## config.mk

```make
export PLATFORM = sky130hd
export DESIGN_NAME = msc_serial_channel
export DESIGN_NICKNAME = d
export VERILOG_FILES = /design/src/verilog/msc_pkg.sv /design/src/verilog/msc_serial_channel.sv
export SDC_FILE = /design/constraint.sdc
export NUM_CORES = 1
export LEC_CHECK = 0
export BUFFER_PORTS_ARGS = -buffer_cell sky130_fd_sc_hd__buf_2
export CAP_MARGIN = 15
export CORE_MARGIN = 2
export CORE_UTILIZATION = 45
export DETAILED_ROUTE_END_ITERATION = 16
export GPL_ROUTABILITY_DRIVEN = 1
export SKIP_LAST_GASP = 1
export SLEW_MARGIN = 5
export SYNTH_ARGS = -nofsm -noshare
export SYNTH_HDL_FRONTEND = slang
export SYNTH_SLANG_ARGS = --single-unit
```

## constraint.sdc

```tcl
create_clock -name mclk_in -period 8.75 [get_ports mclk_in]
set_clock_uncertainty 0.15 [all_clocks]
set_input_delay 1.75 -clock mclk_in [delete_from_list [all_inputs] [get_ports mclk_in]]
set_output_delay 1.75 -clock mclk_in [all_outputs]
set_load 0.02 [all_outputs]
```

## src/verilog/msc_pkg.sv

```systemverilog
/*
  Constants, register map and carrier types of the serial channel.
  Assumes a 4-bit register index and 16-bit register data.
*/
package msc_pkg;
  // ----------------------------------------------------------------
  // Register indices
  // ----------------------------------------------------------------
  localparam logic [3:0] ADR_MODE   = 4'h0;
  localparam logic [3:0] ADR_COMM   = 4'h1;
  localparam logic [3:0] ADR_SDR    = 4'h2;
  localparam logic [3:0] ADR_SO     = 4'h3;
  localparam logic [3:0] ADR_POM    = 4'h4;
  localparam logic [3:0] ADR_PLAT   = 4'h5;
  localparam logic [3:0] ADR_PDIR   = 4'h6;
  localparam logic [3:0] ADR_TRIG   = 4'h7;
  localparam logic [3:0] ADR_ERRCLR = 4'h8;
  localparam logic [3:0] ADR_STAT   = 4'h9;
  localparam logic [3:0] ADR_IST    = 4'ha;
  localparam logic [3:0] ADR_IMSK   = 4'hb;
  localparam logic [3:0] ADR_SPS    = 4'hc;
  // ----------------------------------------------------------------
  // Reset values
  // ----------------------------------------------------------------
  localparam logic [15:0] RST_MODE = 16'h0020;
  localparam logic [15:0] RST_COMM = 16'h0087;
  localparam logic [15:0] RST_SO   = 16'h0101;
  localparam logic [15:0] RST_ZERO = 16'h0000;
  localparam logic [7:0]  RST_PORT = 8'h00;
  localparam logic [7:0]  RST_PDIR = 8'hff;
  // ----------------------------------------------------------------
  // Field positions
  // ----------------------------------------------------------------
  localparam int B_CKS  = 15;
  localparam int B_SIS  = 6;
  localparam int B_MDH  = 2;
  localparam int B_MDL  = 1;
  localparam int B_ISRC = 0;
  localparam int B_TXE  = 15;
  localparam int B_RXE  = 14;
  localparam int B_DAP  = 13;
  localparam int B_CKP  = 12;
  localparam int B_EOC  = 10;
  localparam int B_PTH  = 9;
  localparam int B_PTL  = 8;
  localparam int B_DIR  = 7;
  localparam int B_SLH  = 5;
  localparam int B_SLL  = 4;
  localparam int B_DLH  = 1;
  localparam int B_DLL  = 0;
  localparam int B_CKO  = 8;
  localparam int B_SO   = 0;
  localparam int B_CLKP = 5;
  localparam int B_DATP = 6;
  localparam int B_STOP = 0;
  localparam int B_STRT = 1;
  localparam int B_FECT = 2;
  localparam int B_PECT = 1;
  localparam int B_OVCT = 0;
  localparam int B_DIVH = 15;
  localparam int B_DIVL = 9;
  // ----------------------------------------------------------------
  // Encodings
  // ----------------------------------------------------------------
  localparam logic [1:0] MD_CSI  = 2'b00;
  localparam logic [1:0] MD_UART = 2'b01;
  localparam logic [1:0] MD_I2C  = 2'b10;
  localparam logic [1:0] MD_BAD  = 2'b11;
  localparam logic [1:0] PT_NONE = 2'b00;
  localparam logic [1:0] PT_ZERO = 2'b01;
  localparam logic [1:0] PT_EVEN = 2'b10;
  localparam logic [1:0] SL_BAD  = 2'b11;
  localparam logic [1:0] DL_OFF  = 2'b00;
  localparam logic [1:0] DL_9    = 2'b01;
  localparam logic [1:0] DL_7    = 2'b10;
  localparam logic [3:0] LEN_9   = 4'd9;
  localparam logic [3:0] LEN_8   = 4'd8;
  localparam logic [3:0] LEN_7   = 4'd7;
  localparam logic [3:0] I2C_BITS = 4'd9;

  typedef enum logic [1:0] {ST_IDLE, ST_LOW, ST_HIGH} msc_state_t;

  typedef struct packed {
    logic o;
    logic oe;
  } msc_pin_t;
endpackage

```

## src/verilog/msc_serial_channel.sv

```systemverilog
/*
  One channel of a multi-mode serial unit (clocked serial, UART, simple I2C).
  Assumes a plain register port on mclk_in and pins already level shifted.
*/
`timescale 1ns/1ps
module msc_serial_channel #(
  parameter int CNT_W = 16,
  parameter int DIV_W = 7
) (
  input  wire logic              mclk_in,    // 100 MHz clock
  input  wire logic              reset_n_in, // async reset, low
  input  wire logic [3:0]        addr_in,    // register index
  input  wire logic [15:0]       wdata_in,   // write data
  input  wire logic              wr_in,      // write strobe
  input  wire logic              rd_in,      // read strobe
  output logic [15:0]            rdata_out,  // read data, next cycle
  input  wire logic              scl_in,     // clock pin level
  input  wire logic              sda_in,     // data pin level
  input  wire logic              uart_rx_pin_in, // UART receive pin
  output msc_pkg::msc_pin_t      scl_out,    // clock pin drive
  output msc_pkg::msc_pin_t      sda_out,    // data pin drive
  output logic                   irq_out     // level interrupt
);
  // ----------------------------------------------------------------
  // Elaboration checks and helpers
  // ----------------------------------------------------------------
  if (CNT_W != 16) $error("CNT_W must be 16");
  if (DIV_W != 7) $error("DIV_W must be 7");

  function automatic logic pre_tick(input logic [15:0] c, input logic [3:0] s);
    logic [15:0] m;
    m = (16'h0001 << s) - 16'h0001;
    return (c & m) == m;
  endfunction

  function automatic logic [15:0] build_frame(input logic [1:0] md,
      input logic [15:0] cfg, input logic [8:0] d, input logic [3:0] n);
    logic [8:0]  b;
    logic [15:0] f;
    logic        p;
    // Positions past the character stay high, so a UART frame ends at stop level.
    b = 9'h1ff;
    f = 16'h0000;
    p = 1'b0;
    for (int i = 0; i < 9; i++) begin
      if (4'(i) < n) begin
        b[i] = cfg[msc_pkg::B_DIR] ? d[i] : d[n - 4'(i) - 4'd1];
        p    = p ^ d[i];
      end
    end
    unique case (md)
      msc_pkg::MD_I2C: f = {7'h00, 1'b1, b[7:0]};
      msc_pkg::MD_UART: begin
        f = {6'h3f, b, 1'b0};
        if (cfg[msc_pkg::B_PTH:msc_pkg::B_PTL] != msc_pkg::PT_NONE) begin
          f[n + 4'd1] = cfg[msc_pkg::B_PTH] & (p ^ cfg[msc_pkg::B_PTL]);
        end
      end
      default: f = {7'h00, b};
    endcase
    return f;
  endfunction

  // ----------------------------------------------------------------
  // Registers and synchronisers
  // ----------------------------------------------------------------
  logic [15:0] mode, comm, sdr, so, sps;
  logic [7:0]  pom, plat, pdir;
  logic [1:0]  ist, imsk;
  logic        se, fe, pe, ove;
  logic [1:0]  sda_sy, rx_sy;
  logic [1:0]  scl_sy;
  logic [15:0] pre_cnt;
  logic [DIV_W-1:0] div_cnt;
  msc_pkg::msc_state_t state;
  logic [3:0]  bit_idx, nbits;
  logic [15:0] frame;
  logic        ack;

  wire [1:0] op_mode = {mode[msc_pkg::B_MDH], mode[msc_pkg::B_MDL]};
  wire [1:0] dls     = comm[msc_pkg::B_DLH:msc_pkg::B_DLL];
  wire [1:0] slc     = comm[msc_pkg::B_SLH:msc_pkg::B_SLL];
  wire       is_i2c  = op_mode == msc_pkg::MD_I2C;
  wire       is_uart = op_mode == msc_pkg::MD_UART;
  wire       busy    = state != msc_pkg::ST_IDLE;

  wire [3:0] char_len = (dls == msc_pkg::DL_9) ? msc_pkg::LEN_9 :
                        (dls == msc_pkg::DL_7) ? msc_pkg::LEN_7 : msc_pkg::LEN_8;
  // stop bits and parity widen the UART frame
  wire [3:0] uart_bits = char_len + 4'd1 + 4'(slc) +
                         4'(comm[msc_pkg::B_PTH:msc_pkg::B_PTL] != msc_pkg::PT_NONE);
  wire [3:0] frame_bits = is_i2c ? msc_pkg::I2C_BITS : is_uart ? uart_bits : char_len;

  // ----------------------------------------------------------------
  // Register port decode
  // ----------------------------------------------------------------
  wire wr_mode = wr_in && addr_in == msc_pkg::ADR_MODE;
  wire wr_comm = wr_in && addr_in == msc_pkg::ADR_COMM;
  wire wr_sdr  = wr_in && addr_in == msc_pkg::ADR_SDR;
  wire wr_so   = wr_in && addr_in == msc_pkg::ADR_SO;
  wire wr_pom  = wr_in && addr_in == msc_pkg::ADR_POM;
  wire wr_plat = wr_in && addr_in == msc_pkg::ADR_PLAT;
  wire wr_pdir = wr_in && addr_in == msc_pkg::ADR_PDIR;
  wire wr_trig = wr_in && addr_in == msc_pkg::ADR_TRIG;
  wire wr_eclr = wr_in && addr_in == msc_pkg::ADR_ERRCLR;
  wire wr_ist  = wr_in && addr_in == msc_pkg::ADR_IST;
  wire wr_imsk = wr_in && addr_in == msc_pkg::ADR_IMSK;
  wire wr_sps  = wr_in && addr_in == msc_pkg::ADR_SPS;
  wire stop_trig  = wr_trig && wdata_in[msc_pkg::B_STOP];
  wire start_trig = wr_trig && wdata_in[msc_pkg::B_STRT] && !stop_trig;

  // forbidden mode and prohibited lengths never start a transfer
  wire cfg_ok = op_mode != msc_pkg::MD_BAD && dls != msc_pkg::DL_OFF &&
                !(is_uart && slc == msc_pkg::SL_BAD) && comm[msc_pkg::B_TXE];
  wire start_xfer = wr_sdr && se && cfg_ok && !busy && !stop_trig;
  wire overrun_ev = wr_sdr && se && busy;

  // ----------------------------------------------------------------
  // Prescaler and transfer clock
  // ----------------------------------------------------------------
  // divide by two to the power of the selector
  wire ck0_tick = pre_tick(pre_cnt, sps[3:0]);
  wire ck1_tick = pre_tick(pre_cnt, sps[7:4]);
  wire mck_tick = mode[msc_pkg::B_CKS] ? ck1_tick : ck0_tick;
  wire half_done = busy && mck_tick && div_cnt == sdr[msc_pkg::B_DIVH:msc_pkg::B_DIVL];
  wire last_bit  = bit_idx == nbits - 4'd1;
  wire end_ev    = state == msc_pkg::ST_HIGH && half_done && last_bit;
  // The acknowledge sample lags the pins by three cycles, so halves need two or more.
  // acknowledge sampled on the ninth clock
  wire ack_now   = state == msc_pkg::ST_HIGH && half_done && is_i2c && last_bit;
  wire nack_ev   = end_ev && is_i2c && (ack_now ? sda_sy[1] : ack);

  always_ff @(posedge mclk_in or negedge reset_n_in) begin
    if (!reset_n_in) begin
      pre_cnt <= 16'h0000;
      div_cnt <= '0;
    end else begin
      pre_cnt <= pre_cnt + 16'h0001;
      div_cnt <= (!busy || half_done) ? '0 : div_cnt + DIV_W'(mck_tick);
    end
  end

  // ----------------------------------------------------------------
  // Shift engine
  // ----------------------------------------------------------------
  always_ff @(posedge mclk_in or negedge reset_n_in) begin
    if (!reset_n_in) begin
      state   <= msc_pkg::ST_IDLE;
      bit_idx <= 4'h0;
      nbits   <= 4'h0;
      frame   <= 16'h0000;
      ack     <= 1'b1;
    end else begin
      unique case (state)
        msc_pkg::ST_IDLE: if (start_xfer) begin
          state   <= msc_pkg::ST_LOW;
          bit_idx <= 4'h0;
          nbits   <= frame_bits;
          frame   <= build_frame(op_mode, comm, wdata_in[8:0], char_len);
        end
        msc_pkg::ST_LOW: if (half_done) state <= msc_pkg::ST_HIGH;
        msc_pkg::ST_HIGH: if (half_done) begin
          if (ack_now) ack <= sda_sy[1];
          state   <= last_bit ? msc_pkg::ST_IDLE : msc_pkg::ST_LOW;
          bit_idx <= bit_idx + 4'd1;
        end
      endcase
      if (stop_trig) state <= msc_pkg::ST_IDLE;
    end
  end

  // ----------------------------------------------------------------
  // Line levels
  // ----------------------------------------------------------------
  // in clocked serial mode polarity flips the clock, data phase leads data by half a bit
  wire [3:0] data_idx = bit_idx + 4'(comm[msc_pkg::B_DAP] && state == msc_pkg::ST_HIGH
                        && !is_i2c && !is_uart && !last_bit);
  wire eng_clk = (state == msc_pkg::ST_HIGH) ^ (comm[msc_pkg::B_CKP] && !is_i2c);
  // clock line from the clock-output bit while idle
  wire clk_lvl = (busy && !is_uart) ? eng_clk : so[msc_pkg::B_CKO];
  // data line from the data-output bit while idle
  wire dat_lvl = busy ? frame[data_idx] : so[msc_pkg::B_SO];
  wire clk_pin = clk_lvl & plat[msc_pkg::B_CLKP];
  wire dat_pin = dat_lvl & plat[msc_pkg::B_DATP];
  wire clk_drv = !pdir[msc_pkg::B_CLKP];
  wire dat_drv = !pdir[msc_pkg::B_DATP];
  wire clk_od  = pom[msc_pkg::B_CLKP];
  wire dat_od  = pom[msc_pkg::B_DATP];

  always_ff @(posedge mclk_in or negedge reset_n_in) begin
    if (!reset_n_in) begin
      scl_out <= '0;
      sda_out <= '0;
    end else begin
      scl_out <= '{o: clk_pin && !clk_od, oe: clk_drv && !(clk_od && clk_pin)};
      sda_out <= '{o: dat_pin && !dat_od, oe: dat_drv && !(dat_od && dat_pin)};
    end
  end

  // ----------------------------------------------------------------
  // Events, flags and interrupts
  // ----------------------------------------------------------------
  // transfer end or buffer empty
  wire chan_src = mode[msc_pkg::B_ISRC] ? start_xfer : end_ev;
  // acknowledge errors go to the error interrupt only when enabled
  wire err_ev   = nack_ev && comm[msc_pkg::B_EOC];
  wire chan_ev  = chan_src && !err_ev;
  wire [1:0] ist_set = {err_ev, chan_ev};
  wire [1:0] ist_clr = wr_ist ? wdata_in[1:0] : 2'b00;
  // receive level reversal in UART mode
  wire rx_lvl = rx_sy[1] ^ (is_uart && mode[msc_pkg::B_SIS]);

  always_ff @(posedge mclk_in or negedge reset_n_in) begin
    if (!reset_n_in) begin
      se  <= 1'b0;
      fe  <= 1'b0;
      pe  <= 1'b0;
      ove <= 1'b0;
      ist <= 2'b00;
    end else begin
      se  <= stop_trig ? 1'b0 : (se || start_trig);
      fe  <= fe && !(wr_eclr && wdata_in[msc_pkg::B_FECT]);
      pe  <= (pe && !(wr_eclr && wdata_in[msc_pkg::B_PECT])) || nack_ev;
      ove <= (ove && !(wr_eclr && wdata_in[msc_pkg::B_OVCT])) || overrun_ev;
      ist <= (ist & ~ist_clr) | ist_set;
    end
  end

  always_ff @(posedge mclk_in or negedge reset_n_in) begin
    if (!reset_n_in) begin
      mode <= msc_pkg::RST_MODE;
      comm <= msc_pkg::RST_COMM;
      sdr  <= msc_pkg::RST_ZERO;
      so   <= msc_pkg::RST_SO;
      sps  <= msc_pkg::RST_ZERO;
      pom  <= msc_pkg::RST_PORT;
      plat <= msc_pkg::RST_PORT;
      pdir <= msc_pkg::RST_PDIR;
      imsk <= 2'b00;
      sda_sy <= 2'b11;
      scl_sy <= 2'b11;
      rx_sy  <= 2'b11;
    end else begin
      if (wr_mode) mode <= wdata_in;
      if (wr_comm) comm <= wdata_in;
      if (wr_sdr) sdr <= start_xfer || !se ? wdata_in : sdr;
      if (wr_so) so <= wdata_in;
      if (wr_sps) sps <= wdata_in;
      if (wr_pom) pom <= wdata_in[7:0];
      if (wr_plat) plat <= wdata_in[7:0];
      if (wr_pdir) pdir <= wdata_in[7:0];
      if (wr_imsk) imsk <= wdata_in[1:0];
      sda_sy <= {sda_sy[0], sda_in};
      scl_sy <= {scl_sy[0], scl_in};
      rx_sy  <= {rx_sy[0], uart_rx_pin_in};
    end
  end

  assign irq_out = |(ist & imsk);

  // ----------------------------------------------------------------
  // Read port
  // ----------------------------------------------------------------
  wire [15:0] stat_word = {9'h000, scl_sy[1], rx_lvl, busy, se, fe, pe, ove};
  wire [15:0] rd_mux =
    addr_in == msc_pkg::ADR_MODE ? mode :
    addr_in == msc_pkg::ADR_COMM ? comm :
    addr_in == msc_pkg::ADR_SDR  ? sdr  :
    addr_in == msc_pkg::ADR_SO   ? so   :
    addr_in == msc_pkg::ADR_POM  ? {8'h00, pom}  :
    addr_in == msc_pkg::ADR_PLAT ? {8'h00, plat} :
    addr_in == msc_pkg::ADR_PDIR ? {8'h00, pdir} :
    addr_in == msc_pkg::ADR_STAT ? stat_word :
    addr_in == msc_pkg::ADR_IST  ? {14'h0000, ist}  :
    addr_in == msc_pkg::ADR_IMSK ? {14'h0000, imsk} :
    addr_in == msc_pkg::ADR_SPS  ? sps : 16'h0000;

  always_ff @(posedge mclk_in or negedge reset_n_in) begin
    if (!reset_n_in) rdata_out <= 16'h0000;
    else rdata_out <= rd_in ? rd_mux : 16'h0000;
  end
endmodule

```

==> metrics.cfg <==
[logic_synthesis]
ys_warn_count=0
yosys-top-cells-area=dfrtp_1, mux2_2, dfstp_2
synth_nets=965
syn_area_per_cell_um2=10.5
synth_top_area_share_pct=41.9
synth.distinct_cells=68
syn_area_um2=9620
synthAdderAreaFrac_pct=2.63
ys_seq_area_share_pct=47.6
ys.flop_type=dfrtp_1
synth_top_family_by_area=multiplexers
yosysTopAreaCell=dfrtp_1
synth_xor_area_share_pct=4.10
synth-async-reset-ratio_pct=100
synthSimpleGateAreaFrac_pct=11.7
synth_edf_count=0
synth_mux_area_share_pct=17.0
synth_compound_area_share_pct=13.3
ys_ff_latch=182
syn_inst=919

[routing]
dr.pass1.iters=5
vias=7161
viasPerCell=5.88
drc=0
wl_um=25000
drt_iter0_markers=510
ant_nets=0
routedWlPerCell_um=20.6

[floorplan]
coreArea_um2=21000
dieArea_um2=22600
die_h_um=150
fp.dieW_um=150
rows=53
initial_core_util_pct=45.8
io_pins=48

[setup_path]
reg2reg_from=nbits[0]$_DFFE_PN0P_
critPathSlowestCell=buf_2
critPathTopFamily=buffers and inverters
required_ps=8920
path_cells=buf_2, clkinv_1, nand2_1, nor2_1, nand2_1, mux2_2
crit_path_frequent_cell=nand2_1
startpoint_type=primary input
crit_fanout=36
r2r_end=sda_out[0]$_DFF_PN0_
reg2regPathDepth=14
crit_buf_inv=2
arrival_ps=4420
cp_slowest_stage_delay_ps=680
cp-end-kind=register
worstSetupPathType=in -> reg
rrSetupSlack_ps=5180

[finish]
fillers=1916
num_antenna_cells=0
final_common_cell=dfrtp_1
final_cell_mix=dfrtp_1, mux2_2, o21ai_0
nets=975
syn2layout_area_growth_pct=10.2
drive_gt1_share_pct=24.5

[global_route]
grt_overflow=0
grt_pass1_vias=6973
antenna_found_initial=0
grt.total_usage_pct=23.2
grt_max_degree=114
grt_pass1_wl_um=39500

[clocking]
clock-sinks=182
cts_hold_buf=0
cts_resized=0
cts_setup_buffers=0
htree_num_levels=4
cts_max_path_buffers=2
tritoncts=built
cts_made_buffers=17
clk_latency_ps=440
clkTransAtPathRegs_ps=70
cts-root-buf=clkbuf_16

[timing]
tightest_slew_ps=916
slew_viol_final=0
final_hold_viol_count=0
min_period_ps=4260
relSlewSlack_pct=38.9
rsz0062_at_grt=false
setup_viol=0
tns_ps=0
max_freq_mhz=235
fin_crit_sh_pct=48.7

[power]
switchingPower_mw=0.830
p_total_mw=2.54
pwr-share-clk_pct=31.0
leakagePower_nw=4.60
cellInternalPower_mw=1.71
p_comb_share_pct=23.8
switching_share_pct=32.7
power_frac_seq_pct=45.2
power_density_nw_per_um2=239
ir_drop_uv=133

[outcome]
status=complete, no violations

[min_path]
hold_path_depth=0
hold_start=rx_sy[0]$_DFF_PN1_
hold_path_class=reg -> reg
hold_path_end=rx_sy[1]$_DFF_PN1_

[run]
maxCapViolCount=0

[placed_design]
dp_hpwl_um=17500
globalplace.congestion=0.938
io_buffer_count=47

## cell usage after synthesis (12+ instances only)
cell type and instances:
nand2_1 60, mux2_2 110, nor2_1 65, nand3_1 22, mux2i_1 28, xor2_1 15, dfstp_2 21, buf_2 12
a21oi_1 63, nor3_1 20, o21ai_0 67, xnor2_1 30, inv_1 27, ha_1 17, clkbuf_1 43, dfrtp_1 161
nor2b_1 12
## metrics by stage
step | hold WS, ps | setup slack, ps | instance area [um^2] | util, % | std cells
final | 207 | 4490 | 10600 | 50.4 | 1217
after detailed placement | 197 | 4080 | 10000 | 47.6 | 1185
after floorplan | 195 | 5120 | 9620 | - | 919
after global routing | 210 | 4290 | 10600 | 50.4 | 1217
after global placement | 196 | 4120 | 10000 | 47.6 | 1185
after CTS | 208 | 4540 | 10600 | 50.4 | 1217
## cell families after synthesis
group | after synthesis
adder cells (fa/ha/maj) | 19
buffers and inverters | 90
XOR/XNOR | 45
AND/OR/NAND/NOR | 233
AO/OA/AOI/OAI | 207
flip-flops | 182
multiplexers | 143
## state kept, by name (all words and copies together) (netlist names), 4 cells and up
register   flops
bit_idx        4
comm          16
div_cnt        7
frame         12
mode          16
nbits          4
pdir           8
plat           8
pom            8
pre_cnt       15
rdata_out     16
sdr           16
so            16
sps           16
## how the worst max path moves through the flow
stage	start	to	depth (start not counted)	slack, ps
3_3_place_gp	addr_in[0]	mode[13]$_DFFE_PN0P_	6	4120
6_report	addr_in[0]	mode[4]$_DFFE_PN0P_	6	4490
4_1_cts	addr_in[0]	mode[4]$_DFFE_PN0P_	6	4540
5_1_grt	addr_in[0]	mode[4]$_DFFE_PN0P_	6	4290
3_5_place_dp	addr_in[0]	mode[13]$_DFFE_PN0P_	6	4080
2_1_floorplan	addr_in[1]	sdr[15]$_DFFE_PN0P_	7	5120
## worst register-to-register path, cell delays in order (launching register included)
cell	delay (ps)
dfrtp_1	380
inv_1	80
ha_1	300
xnor2_1	130
nor4_1	300
buf_4	210
nor2_1	60
ha_1	370
mux4_2	510
mux2_2	270
nor2_1	80
a21oi_1	70
mux2i_1	340
inv_1	70
a31oi_1	170
## layout make-up
type / count / area, um^2 / area share, %
clock inverters: 13 / 168 / 1.58
repair buffers: 52 / 282 / 2.66
well taps: 275 / 344 / 3.25
clock buffers: 19 / 433 / 4.08
inverters: 29 / 109 / 1.03
flip-flops and latches: 182 / 4580 / 43.2
multi-input cells: 647 / 4690 / 44.2
## power groups by stage
stage / Sequential (mW) / Combinational, mW / Clock [mW]
after floorplan: 1.10 / 0.472 / 0
after global placement: 1.16 / 0.593 / 0
after detailed placement: 1.16 / 0.603 / 0
after CTS: 1.14 / 0.606 / 0.803
after global routing: 1.17 / 0.671 / 0.836
final: 1.15 / 0.604 / 0.787
## layer usage
layer	vias to the layer above	part of all wire [%]	track usage, %
met5	-	0	0
met2	215	46	36.1
met1	3599	46	33.4
li1	3321	-	-
met3	26	5.7	4.33
met4	0	1.7	6.23
Power figures use the tool's default switching activity.
